**src/clk_pwr_cfg.svh**
```systemverilog
// register offsets, field codes and counts of the clock and power bank
// assumes byte addresses on a 32-bit wishbone bus, one word per register
`ifndef CLK_PWR_CFG_SVH
`define CLK_PWR_CFG_SVH

`define ADR_W          8
`define A_PCLK_ENABLE  8'h10
`define A_PCLK_DISABLE 8'h14
`define A_PCLK_STATE   8'h18
`define A_CLK_SETUP    8'h20
`define A_PWR_CMD      8'h28
`define A_PWR_SETUP    8'h2c
`define A_CLK_STATUS   8'h30

`define PERIPH_MASK    32'h0007effc
`define CLK_SETUP_MASK 32'h3fffff77
`define PWR_SETUP_BKUP 8'h01
`define PCR_CUT_BIT    0
`define PCR_WAKE_BIT   1

`define LVL_FLOAT      2'b00
`define LVL_LOW        2'b01
`define LVL_HIGH       2'b10
`define EDGE_RISE_BIT  0
`define EDGE_FALL_BIT  1

`define SRC_LF         2'b00
`define SRC_MOSC       2'b01
`define SRC_PLL        2'b10
`define CLK_DIVIDER_SEL_BYPASS    3'h0
`define CLK_DIVIDER_SEL_RSVD      3'h7
`define CLK_DIVIDER_SEL_CNT_W     6
`define OSC_DIV_LAST   3'h7

`define SYNC_W         4
`define SI_SLOW        0
`define SI_OSC         1
`define SI_WAKE        2
`define SI_ALARM       3

`endif

```
**src/clk_pwr_pkg.sv**
```systemverilog
// types shared by the clock and power bank and its helpers
// assumes clk_pwr_cfg.svh sits in the same folder
package clk_pwr_pkg;
`include "clk_pwr_cfg.svh"

	typedef struct packed {
		logic               cyc;
		logic               stb;
		logic               we;
		logic [3:0]         sel;
		logic [`ADR_W-1:0]  adr;
		logic [31:0]        dat;
	} wb_req_type;

	typedef struct packed {
		logic               ack;
		logic [31:0]        dat;
	} wb_rsp_type;

	typedef struct packed {
		logic [1:0] rsvd_hi;
		logic [5:0] pll_settle_count;
		logic [7:0] osc_settle_count;
		logic [1:0] clk_src_sel;
		logic [5:0] pll_factor;
		logic       rsvd7;
		logic [2:0] clk_divider_sel;
		logic       rsvd3;
		logic       mclk_out_off;
		logic       osc_run_en;
		logic       osc_bypass_sel;
	} clk_setup_type;

	typedef struct packed {
		logic [1:0] wake_edge_sel;
		logic       alarm_cut_en;
		logic       alarm_wake_en;
		logic [1:0] wake_level_sel;
		logic [1:0] power_cut_level_sel;
	} pwr_setup_type;

	typedef enum logic [1:0] {
		CUT_WAKE = 2'b01,
		CUT_OFF  = 2'b10
	} cut_state_type;

	typedef struct packed {
		logic                ack;
		logic [31:0]         rdat;
		logic [31:0]         pclk;
		clk_setup_type       cgm;
		pwr_setup_type       pmr;
		cut_state_type       cut;
		logic                cut_oe;
		logic                cut_lvl;
		logic [2:0]          div8;
		logic [7:0]          osc_cnt;
		logic [5:0]          pll_cnt;
		logic                osc_ok;
		logic                lock;
	} ctl_state_type;

	typedef struct packed {
		logic [`SYNC_W-1:0] f1;
		logic [`SYNC_W-1:0] f2;
		logic [`SYNC_W-1:0] f3;
		logic [`SYNC_W-1:0] lvl;
		logic [`SYNC_W-1:0] rise;
		logic [`SYNC_W-1:0] fall;
	} sync_state_type;

	typedef struct packed {
		logic [`CLK_DIVIDER_SEL_CNT_W-1:0] cnt;
		logic                   tick;
	} clk_divider_sel_state_type;

endpackage : clk_pwr_pkg

```
**src/pin_sync.sv**
```systemverilog
// three-stage synchronisers for the asynchronous pins, with edge pulses
// assumes pins may change at any time; a change counts once stages 2 and 3 agree
`timescale 1ns/1ps
`include "clk_pwr_cfg.svh"
module pin_sync (
	input  wire logic               clk_i,
	input  wire logic               rst_i,
	input  wire logic               ce_i,
	input  wire logic [`SYNC_W-1:0] pin_i,
	output logic      [`SYNC_W-1:0] level_o,
	output logic      [`SYNC_W-1:0] rise_o,
	output logic      [`SYNC_W-1:0] fall_o
);
	import clk_pwr_pkg::*;

	sync_state_type st_q;
	sync_state_type st_d;

	// stage 1 feeds only stage 2; the filter looks at stages 2 and 3
	always_comb begin
		st_d = st_q;
		if (ce_i) begin
			st_d.f1 = pin_i;
			st_d.f2 = st_q.f1;
			st_d.f3 = st_q.f2;
			for (int i = 0; i < `SYNC_W; i++) begin
				if (st_q.f2[i] == st_q.f3[i]) begin
					st_d.lvl[i] = st_q.f3[i];
				end
			end
			st_d.rise = st_d.lvl & ~st_q.lvl;
			st_d.fall = ~st_d.lvl & st_q.lvl;
		end
		if (rst_i) begin
			st_d = '0;
		end
	end

	always_ff @(posedge clk_i) begin
		st_q <= st_d;
	end

	assign level_o = st_q.lvl;
	assign rise_o  = st_q.rise;
	assign fall_o  = st_q.fall;
endmodule : pin_sync

```
**src/prescaler.sv**
```systemverilog
// power-of-two prescaler on source events, one-cycle output tick
// assumes src_ev_i is a one-cycle pulse per edge of the selected clock
`timescale 1ns/1ps
`include "clk_pwr_cfg.svh"
module prescaler (
	input  wire logic       clk_i,
	input  wire logic       rst_i,
	input  wire logic       ce_i,
	input  wire logic       src_ev_i,
	input  wire logic [2:0] sel_i,
	output logic            tick_o
);
	import clk_pwr_pkg::*;

	clk_divider_sel_state_type st_q;
	clk_divider_sel_state_type st_d;
	logic [`CLK_DIVIDER_SEL_CNT_W-1:0] last;

	// code n divides by 2**n; the reserved code stops the output
	always_comb begin
		last = (`CLK_DIVIDER_SEL_CNT_W'(1) << sel_i) - `CLK_DIVIDER_SEL_CNT_W'(1);
		st_d = st_q;
		if (ce_i) begin
			st_d.tick = 1'b0;
			if (sel_i == `CLK_DIVIDER_SEL_RSVD) begin
				st_d.cnt = '0;
			end else if (src_ev_i) begin
				if (st_q.cnt >= last) begin
					st_d.cnt  = '0;
					st_d.tick = 1'b1;
				end else begin
					st_d.cnt = st_q.cnt + `CLK_DIVIDER_SEL_CNT_W'(1);
				end
			end
		end
		if (rst_i) begin
			st_d = '0;
		end
	end

	always_ff @(posedge clk_i) begin
		st_q <= st_d;
	end

	assign tick_o = st_q.tick;
endmodule : prescaler

```
**src/clock_gen_power_shutdown_ctrl.sv**
```systemverilog
// clock generator setup, peripheral clock gating and power-cut pin control
// assumes one 40 MHz clock, synchronous resets, slow clock and pins asynchronous
//
// Implementation choice: the Wishbone register port.
`timescale 1ns/1ps
`include "clk_pwr_cfg.svh"

module clock_gen_power_shutdown_ctrl (
	input  wire logic                    clk_i,
	input  wire logic                    rst_i,
	input  wire logic                    bkup_rst_i,
	input  wire logic                    ce_i,
	input  wire clk_pwr_pkg::wb_req_type wb_i,
	output clk_pwr_pkg::wb_rsp_type      wb_o,
	input  wire logic                    slow_clk_i,
	input  wire logic                    osc_in_pin_i,
	input  wire logic                    wake_pin_i,
	input  wire logic                    rtc_alarm_i,
	output logic [31:0]                  periph_clk_en_o,
	output logic                         osc_run_en_o,
	output logic                         osc_bypass_sel_o,
	output logic                         pll_on_o,
	output logic [5:0]                   pll_factor_o,
	output logic [1:0]                   clk_src_sel_o,
	output logic                         master_clk_o,
	output logic                         mclk_out_pin_o,
	output logic                         mclk_out_pin_oe_o,
	output logic                         osc_stable_flag_o,
	output logic                         pll_lock_o,
	output logic                         power_cut_pin_o,
	output logic                         power_cut_pin_oe_o
);
	import clk_pwr_pkg::*;

	ctl_state_type      st_q;
	ctl_state_type      st_d;
	logic [`SYNC_W-1:0] pin_lvl;
	logic [`SYNC_W-1:0] pin_rise;
	logic [`SYNC_W-1:0] pin_fall;
	logic               src_ev;
	logic               req;
	logic               wr;
	logic [31:0]        wdat;
	clk_setup_type      cgm_new;
	logic [31:0]        pmr_word;
	logic               osc_load;
	logic               pll_load;
	logic               slow_tick;
	logic               osc_tick;
	logic               wake_ev;
	logic               cut_ev;
	logic               alarm_ev;
	logic               edge_ev;

	// byte lanes outside sel keep their old value
	function automatic logic [31:0] lane_merge(input logic [31:0] old_v,
		input logic [31:0] new_v, input logic [3:0] sel);
		logic [31:0] m;
		m = {{8{sel[3]}}, {8{sel[2]}}, {8{sel[1]}}, {8{sel[0]}}};
		return (old_v & ~m) | (new_v & m);
	endfunction : lane_merge

	// level code to {enable, value}; reserved code floats like code zero
	function automatic logic [1:0] level_drive(input logic [1:0] code);
		logic [1:0] r;
		r = 2'b00;
		unique case (code)
			`LVL_LOW:  r = 2'b10;
			`LVL_HIGH: r = 2'b11;
			default:   r = 2'b00;
		endcase
		return r;
	endfunction : level_drive

	pin_sync u_sync (
		.clk_i   (clk_i),
		.rst_i   (rst_i),
		.ce_i    (ce_i),
		.pin_i   ({rtc_alarm_i, wake_pin_i, osc_in_pin_i, slow_clk_i}),
		.level_o (pin_lvl),
		.rise_o  (pin_rise),
		.fall_o  (pin_fall)
	);

	// source events; the core clock stands in for the pll output here
	always_comb begin
		src_ev = 1'b0;
		unique case (st_q.cgm.clk_src_sel)
			`SRC_LF:   src_ev = pin_rise[`SI_SLOW];
			`SRC_MOSC: src_ev = pin_rise[`SI_OSC] & (st_q.osc_ok | st_q.cgm.osc_bypass_sel);
			`SRC_PLL:  src_ev = st_q.lock;
			default:   src_ev = 1'b0;
		endcase
	end

	prescaler u_clk_divider_sel (
		.clk_i    (clk_i),
		.rst_i    (rst_i),
		.ce_i     (ce_i),
		.src_ev_i (src_ev),
		.sel_i    (st_q.cgm.clk_divider_sel),
		.tick_o   (master_clk_o)
	);

	// bus decode; ack is one cycle long and never back to back
	always_comb begin
		req       = wb_i.cyc & wb_i.stb & ~st_q.ack;
		wr        = req & wb_i.we;
		wdat      = lane_merge(32'h0, wb_i.dat, wb_i.sel);
		cgm_new   = lane_merge(st_q.cgm, wb_i.dat, wb_i.sel) & `CLK_SETUP_MASK;
		pmr_word  = lane_merge({24'h0, st_q.pmr}, wb_i.dat, wb_i.sel);
		slow_tick = pin_rise[`SI_SLOW];
		osc_tick  = slow_tick & (st_q.div8 == `OSC_DIV_LAST);
		osc_load  = wr && wb_i.adr == `A_CLK_SETUP && cgm_new.osc_run_en
			&& !st_q.cgm.osc_run_en && cgm_new.osc_settle_count != 8'h0;
		pll_load  = wr && wb_i.adr == `A_CLK_SETUP
			&& cgm_new.pll_factor != st_q.cgm.pll_factor && cgm_new.pll_factor != 6'h0
			&& cgm_new.pll_settle_count != 6'h0;
	end

	// power-cut events; any wake source beats any cut source
	always_comb begin
		alarm_ev = pin_rise[`SI_ALARM];
		edge_ev  = (pin_rise[`SI_WAKE] & st_q.pmr.wake_edge_sel[`EDGE_RISE_BIT])
			| (pin_fall[`SI_WAKE] & st_q.pmr.wake_edge_sel[`EDGE_FALL_BIT]);
		wake_ev  = (wr && wb_i.adr == `A_PWR_CMD && wdat[`PCR_WAKE_BIT])
			| (alarm_ev & st_q.pmr.alarm_wake_en)
			| edge_ev;
		cut_ev   = (wr && wb_i.adr == `A_PWR_CMD && wdat[`PCR_CUT_BIT])
			| (alarm_ev & st_q.pmr.alarm_cut_en & ~st_q.pmr.alarm_wake_en);
	end

	// next state; resets are synchronous and applied after the enabled update, before the pin drive
	always_comb begin
		logic [1:0] drv;
		drv  = 2'b00;
		st_d = st_q;
		if (ce_i) begin
			st_d.ack  = req;
			st_d.rdat = 32'h0;
			if (req && !wb_i.we) begin
				unique case (wb_i.adr)
					`A_PCLK_STATE: st_d.rdat = st_q.pclk;
					`A_CLK_SETUP:  st_d.rdat = st_q.cgm;
					`A_PWR_SETUP:  st_d.rdat = {24'h0, st_q.pmr};
					`A_CLK_STATUS: st_d.rdat = {30'h0, st_q.lock, st_q.osc_ok};
					default:       st_d.rdat = 32'h0;
				endcase
			end
			if (wr) begin
				unique case (wb_i.adr)
					`A_PCLK_ENABLE:  st_d.pclk = st_q.pclk | (wdat & `PERIPH_MASK);
					`A_PCLK_DISABLE: st_d.pclk = st_q.pclk & ~wdat;
					`A_CLK_SETUP:    st_d.cgm  = cgm_new;
					`A_PWR_SETUP:    st_d.pmr  = pmr_word[7:0]; // only the low byte is stored
					default:         st_d.pclk = st_q.pclk;
				endcase
			end

			// slow clock divided by eight paces the oscillator counter
			if (slow_tick) begin
				st_d.div8 = st_q.div8 + 3'h1;
			end
			if (!st_d.cgm.osc_run_en) begin
				st_d.osc_cnt = 8'h0;
			end else if (osc_load) begin
				st_d.osc_cnt = cgm_new.osc_settle_count;
			end else if (osc_tick && st_q.osc_cnt != 8'h0) begin
				st_d.osc_cnt = st_q.osc_cnt - 8'h1;
			end
			st_d.osc_ok = st_d.cgm.osc_run_en && st_d.osc_cnt == 8'h0;

			// pll counter runs on every rising slow edge; factor zero clears lock
			if (st_d.cgm.pll_factor == 6'h0) begin
				st_d.pll_cnt = 6'h0;
			end else if (pll_load) begin
				st_d.pll_cnt = cgm_new.pll_settle_count;
			end else if (slow_tick && st_q.pll_cnt != 6'h0) begin
				st_d.pll_cnt = st_q.pll_cnt - 6'h1;
			end
			st_d.lock = st_d.cgm.pll_factor != 6'h0 && st_d.pll_cnt == 6'h0
				&& (st_d.osc_ok || st_d.cgm.osc_bypass_sel);

			if (wake_ev) begin
				st_d.cut = CUT_WAKE;
			end else if (cut_ev) begin
				st_d.cut = CUT_OFF;
			end
		end
		if (rst_i) begin
			st_d.ack     = 1'b0;
			st_d.rdat    = 32'h0;
			st_d.pclk    = 32'h0;
			st_d.cgm     = '0;
			st_d.div8    = 3'h0;
			st_d.osc_cnt = 8'h0;
			st_d.pll_cnt = 6'h0;
			st_d.osc_ok  = 1'b0;
			st_d.lock    = 1'b0;
		end
		if (bkup_rst_i) begin
			st_d.pmr = `PWR_SETUP_BKUP;
			st_d.cut = CUT_WAKE;
		end
		// pin drive registered from the settled state and selections
		if (st_d.cut == CUT_OFF) begin
			drv = level_drive(st_d.pmr.power_cut_level_sel);
		end else begin
			drv = level_drive(st_d.pmr.wake_level_sel);
		end
		st_d.cut_oe  = drv[1];
		st_d.cut_lvl = drv[0];
	end

	always_ff @(posedge clk_i) begin
		st_q <= st_d;
	end

	// outputs from state flops; pll_on_o and mclk_out_pin_oe_o pass through one gate each
	assign wb_o.ack           = st_q.ack;
	assign wb_o.dat           = st_q.rdat;
	assign periph_clk_en_o    = st_q.pclk;
	assign osc_run_en_o       = st_q.cgm.osc_run_en;
	assign osc_bypass_sel_o   = st_q.cgm.osc_bypass_sel;
	assign pll_on_o           = st_q.cgm.pll_factor != 6'h0;
	assign pll_factor_o       = st_q.cgm.pll_factor;
	assign clk_src_sel_o      = st_q.cgm.clk_src_sel;
	assign mclk_out_pin_o     = master_clk_o;
	assign mclk_out_pin_oe_o  = ~st_q.cgm.mclk_out_off;
	assign osc_stable_flag_o  = st_q.osc_ok;
	assign pll_lock_o         = st_q.lock;
	assign power_cut_pin_o    = st_q.cut_lvl;
	assign power_cut_pin_oe_o = st_q.cut_oe;
endmodule : clock_gen_power_shutdown_ctrl

```
**config.mk**
```make
export PLATFORM = sky130hd
export DESIGN_NAME = clock_gen_power_shutdown_ctrl
export DESIGN_NICKNAME = d
export VERILOG_FILES = /design/src/clk_pwr_pkg.sv /design/src/pin_sync.sv /design/src/prescaler.sv /design/src/clock_gen_power_shutdown_ctrl.sv
export VERILOG_INCLUDE_DIRS = /design/src
export SDC_FILE = /design/constraint.sdc
export NUM_CORES = 1
export LEC_CHECK = 0
export CAP_MARGIN = 20
export CORE_ASPECT_RATIO = 0.5
export CORE_MARGIN = 2
export CORE_UTILIZATION = 55
export DETAILED_ROUTE_END_ITERATION = 10
export DONT_BUFFER_PORTS = 1
export PLACE_DENSITY = 0.7
export RECOVER_POWER = 25
export SYNTH_ARGS = -nofsm -noshare
export SYNTH_HDL_FRONTEND = slang
export SYNTH_SLANG_ARGS = --single-unit
```
**constraint.sdc**
```tcl
create_clock -name clk_i -period 4.2 [get_ports clk_i]
set_input_delay 1.05 -clock clk_i [delete_from_list [all_inputs] [get_ports clk_i]]
set_output_delay 1.05 -clock clk_i [all_outputs]
set_load 0.1 [all_outputs]
```
==> metrics <==
status finished, violations left; failing checks max-capacitance violations, max-slew violations; Final Util 58.3%; area of the multi-input gates 4000 um2; Avg Vias per Cell 6.23; P per Cell Area 377 nW/um2; clock skew 0.00762 ns; CTS Sinks 152; worst hold path type reg -> reg; asr flop ratio synth 0%; CTS buffer count 17; DRT antenna net count 0; fin area 8050 um2; Hold Buf Count CTS 0; Synthesis Warnings 0; Nets 892; Die W 174 um; top fanout value on the critical path 46; first-pass GRT wire length 32100 um; Slew @ Worst Pin 2.33 ns; worst setup margin 0.814 ns; worst setup path start ce_i; Buf/Inv on CP 2; Max Clk Rate 295 MHz; M1 WL 9510 um; Cell variety after synth 68; maxcap violations 2; critical path's slowest cell clkbuf_1; Leak 3.21 nW; I/O pins 138; Cell Area, Placed 7520 um2; Final Max Tran Viols 47; IO Port Bufs 0; CP Cell Sequence inv_1 > clkbuf_1 > o21ai_0 > a21oi_1; Worst Hold Slack 0.459 ns; number of flops mapped to enable cells by yosys 0; postcts setup bufs 0; flop and latch count out of synthesis 152; syn_nets 983; antenna violations before repair 0; via count 6384; worst hold start st_q[17]; crit-path max cell delay 1.70 ns; DRT iter0 DRCs 560; Commonest cells post-synth dfxtp_1, nor2_1, buf_4, mux2i_1, nand2_1; CTS Buffer Depth 2; HPWL Detailed 14400 um; highest metal used met4; R2R Setup Slk 1.12 ns; TritonRoute pass-1 iters 5; synthesized area 7920 um2; Min Clock Period, post-route 3.39 ns; Place WS 0.837 ns; top post-synthesis cells by area dfxtp_1, mux2i_1, buf_4; Initial Util 57.3%; Final setup viols 0; met2 wire len 9000 um; Worst EP required 4.55 ns; RSZ-0062 raised after global routing false; core area 13800 um2; syn_area_per_cell 8.68 um2; Final Hold Viols 0; post-cts sizing count 0; cells after synthesis 912; CTS tree built; final period utilization 80.6%; CP Launch Type input port; drt wl/cell 19.9 um; total global-route track usage 26.7%; r2r startpoint clk_src_sel_o[0]; Sequential cell area 3040 um2; Slew HR -55.0%; Detailed Route WL 20400 um; vias in the first global route 5819; Reg clk slew, reported paths 0.06 ns; Inserted Diodes 0; Die ar. 15400 um2; P&R area growth vs syn 1.66%; Routed met3 length 1590 um; count leader, synth dfxtp_1; Synth area leader dfxtp_1; largest net degree at the start of global routing 127; crit path DAT 3.73 ns; fillcell total 1263; setup TNS 0 ns; FP Rows 30; Worst setup EP type register; prevailing post-synth register cell dfxtp_1; Yosys top cell area share 38.4%; DRC Markers 0; die height 88.8 um; peak supply drop 0.229 mV; H-tree depth 4; Skew-Pair Late Insertion Delay 0.42 ns; critical path type in -> reg; clock root buffer clkbuf_16; delay-heaviest family, CP buffers and inverters; share of cells above drive strength 1 7.20%; global route overflow 0; GPL Wtd Cong 0.862; sequential fraction of the synthesis area 38.4%
-- report_power, final --
group / switching (W) / internal [W]
sequential: 0.00000669 / 0.00145
combinational: 0.0000313 / 0.0000216
clock: 0.000632 / 0.000898
-- routing by layer --
metal / track usage [%] / vias up
li1: - / 3015
met1: 35.5 / 3108
met2: 43.0 / 231
met3: 7.22 / 30
met4: 8.33 / 0
met5: 0 / -
-- metrics by stage --
step	instances	total power (W)
after global placement	994	0.00154
after CTS	1025	0.00305
after global routing	1025	0.00312
after floorplan	912	0.00156
after detailed placement	994	0.00154
final	1025	0.00304
-- cell type report --
| type | count | share of cell area, % |
|---|---|---|
| Multi-Input combinational cell | 612 | 49.7 |
| Sequential cell | 152 | 37.8 |
| Clock buffer | 19 | 5.50 |
| Tap cell | 192 | 2.98 |
| Clock inverter | 12 | 1.80 |
| Timing Repair Buffer | 19 | 1.31 |
| Inverter | 19 | 0.886 |
-- logic make-up (layout without fill, tap and decap cells) --
logic type                 count (synthesis)  in the layout  synth area share [%]
xor gates and xnor gates                  14             14                  1.55
and+or+nand+nor                          305            305                  19.3
adders and majority gates                 16             16                  2.53
buffers and inverters                    148             69                  10.9
AOI/OAI and AO/OA                        205            205                  18.1
muxes                                     72             72                  9.18
DFF                                      152            152                  38.4
-- path summary, 6_finish.rpt --
path | cells after the start | to
max | 4 | u_sync.level_o[0]
min reg2reg | 2 | st_q[17]
min | 2 | st_q[17]
max reg2reg | 7 | u_clk_divider_sel.st_q[3]
-- cells in the final DEF, fill, tap and decap left out, types with 4 or more instances in the layout --
cell type / instances
ha_1: 16
mux2i_1: 67
xor2_1: 9
buf_4: 9
nor4_1: 7
mux2_2: 4
nor2b_1: 11
nand2b_1: 4
nand3b_1: 4
nor3_1: 12
and2_1: 4
o21ai_0: 9
clkbuf_1: 11
clkbuf_16: 17
nand4b_1: 7
a21oi_1: 62
and3_1: 7
a22oi_1: 47
a21o_1: 7
dfxtp_1: 151
a22o_1: 25
a311oi_1: 12
clkinvlp_4: 4
inv_1: 19
nand3_1: 26
a31oi_1: 10
nor2_1: 123
a211oi_1: 7
xnor2_1: 5
nor4bb_1: 4
nand2_1: 64
-- sequential cells by signal, summed over array words and instances, names as in the netlist --
name                      flops
osc_bypass_sel_o              1
periph_clk_en_o              32
wb_o                         33
u_clk_divider_sel.tick_o      1
pll_factor_o                  6
u_sync.st_q                  12
osc_run_en_o                  1
u_sync.fall_o                 1
clk_src_sel_o                 2
osc_stable_flag_o             1
st_q                         45
pll_lock_o                    1
u_clk_divider_sel.st_q        6
power_cut_pin_oe_o            1
power_cut_pin_o               1
u_sync.level_o                4
u_sync.rise_o                 4
-- worst register-to-register path: stages (launching register included) --
cell	delay, ns
dfxtp_1	0.30
clkbuf_1	1.08
o211ai_1	0.22
a21o_1	0.26
a21boi_0	0.31
o2111ai_1	0.30
or3_1	0.38
a31oi_1	0.15
Note: power is estimated with default switching activity, not from simulation.
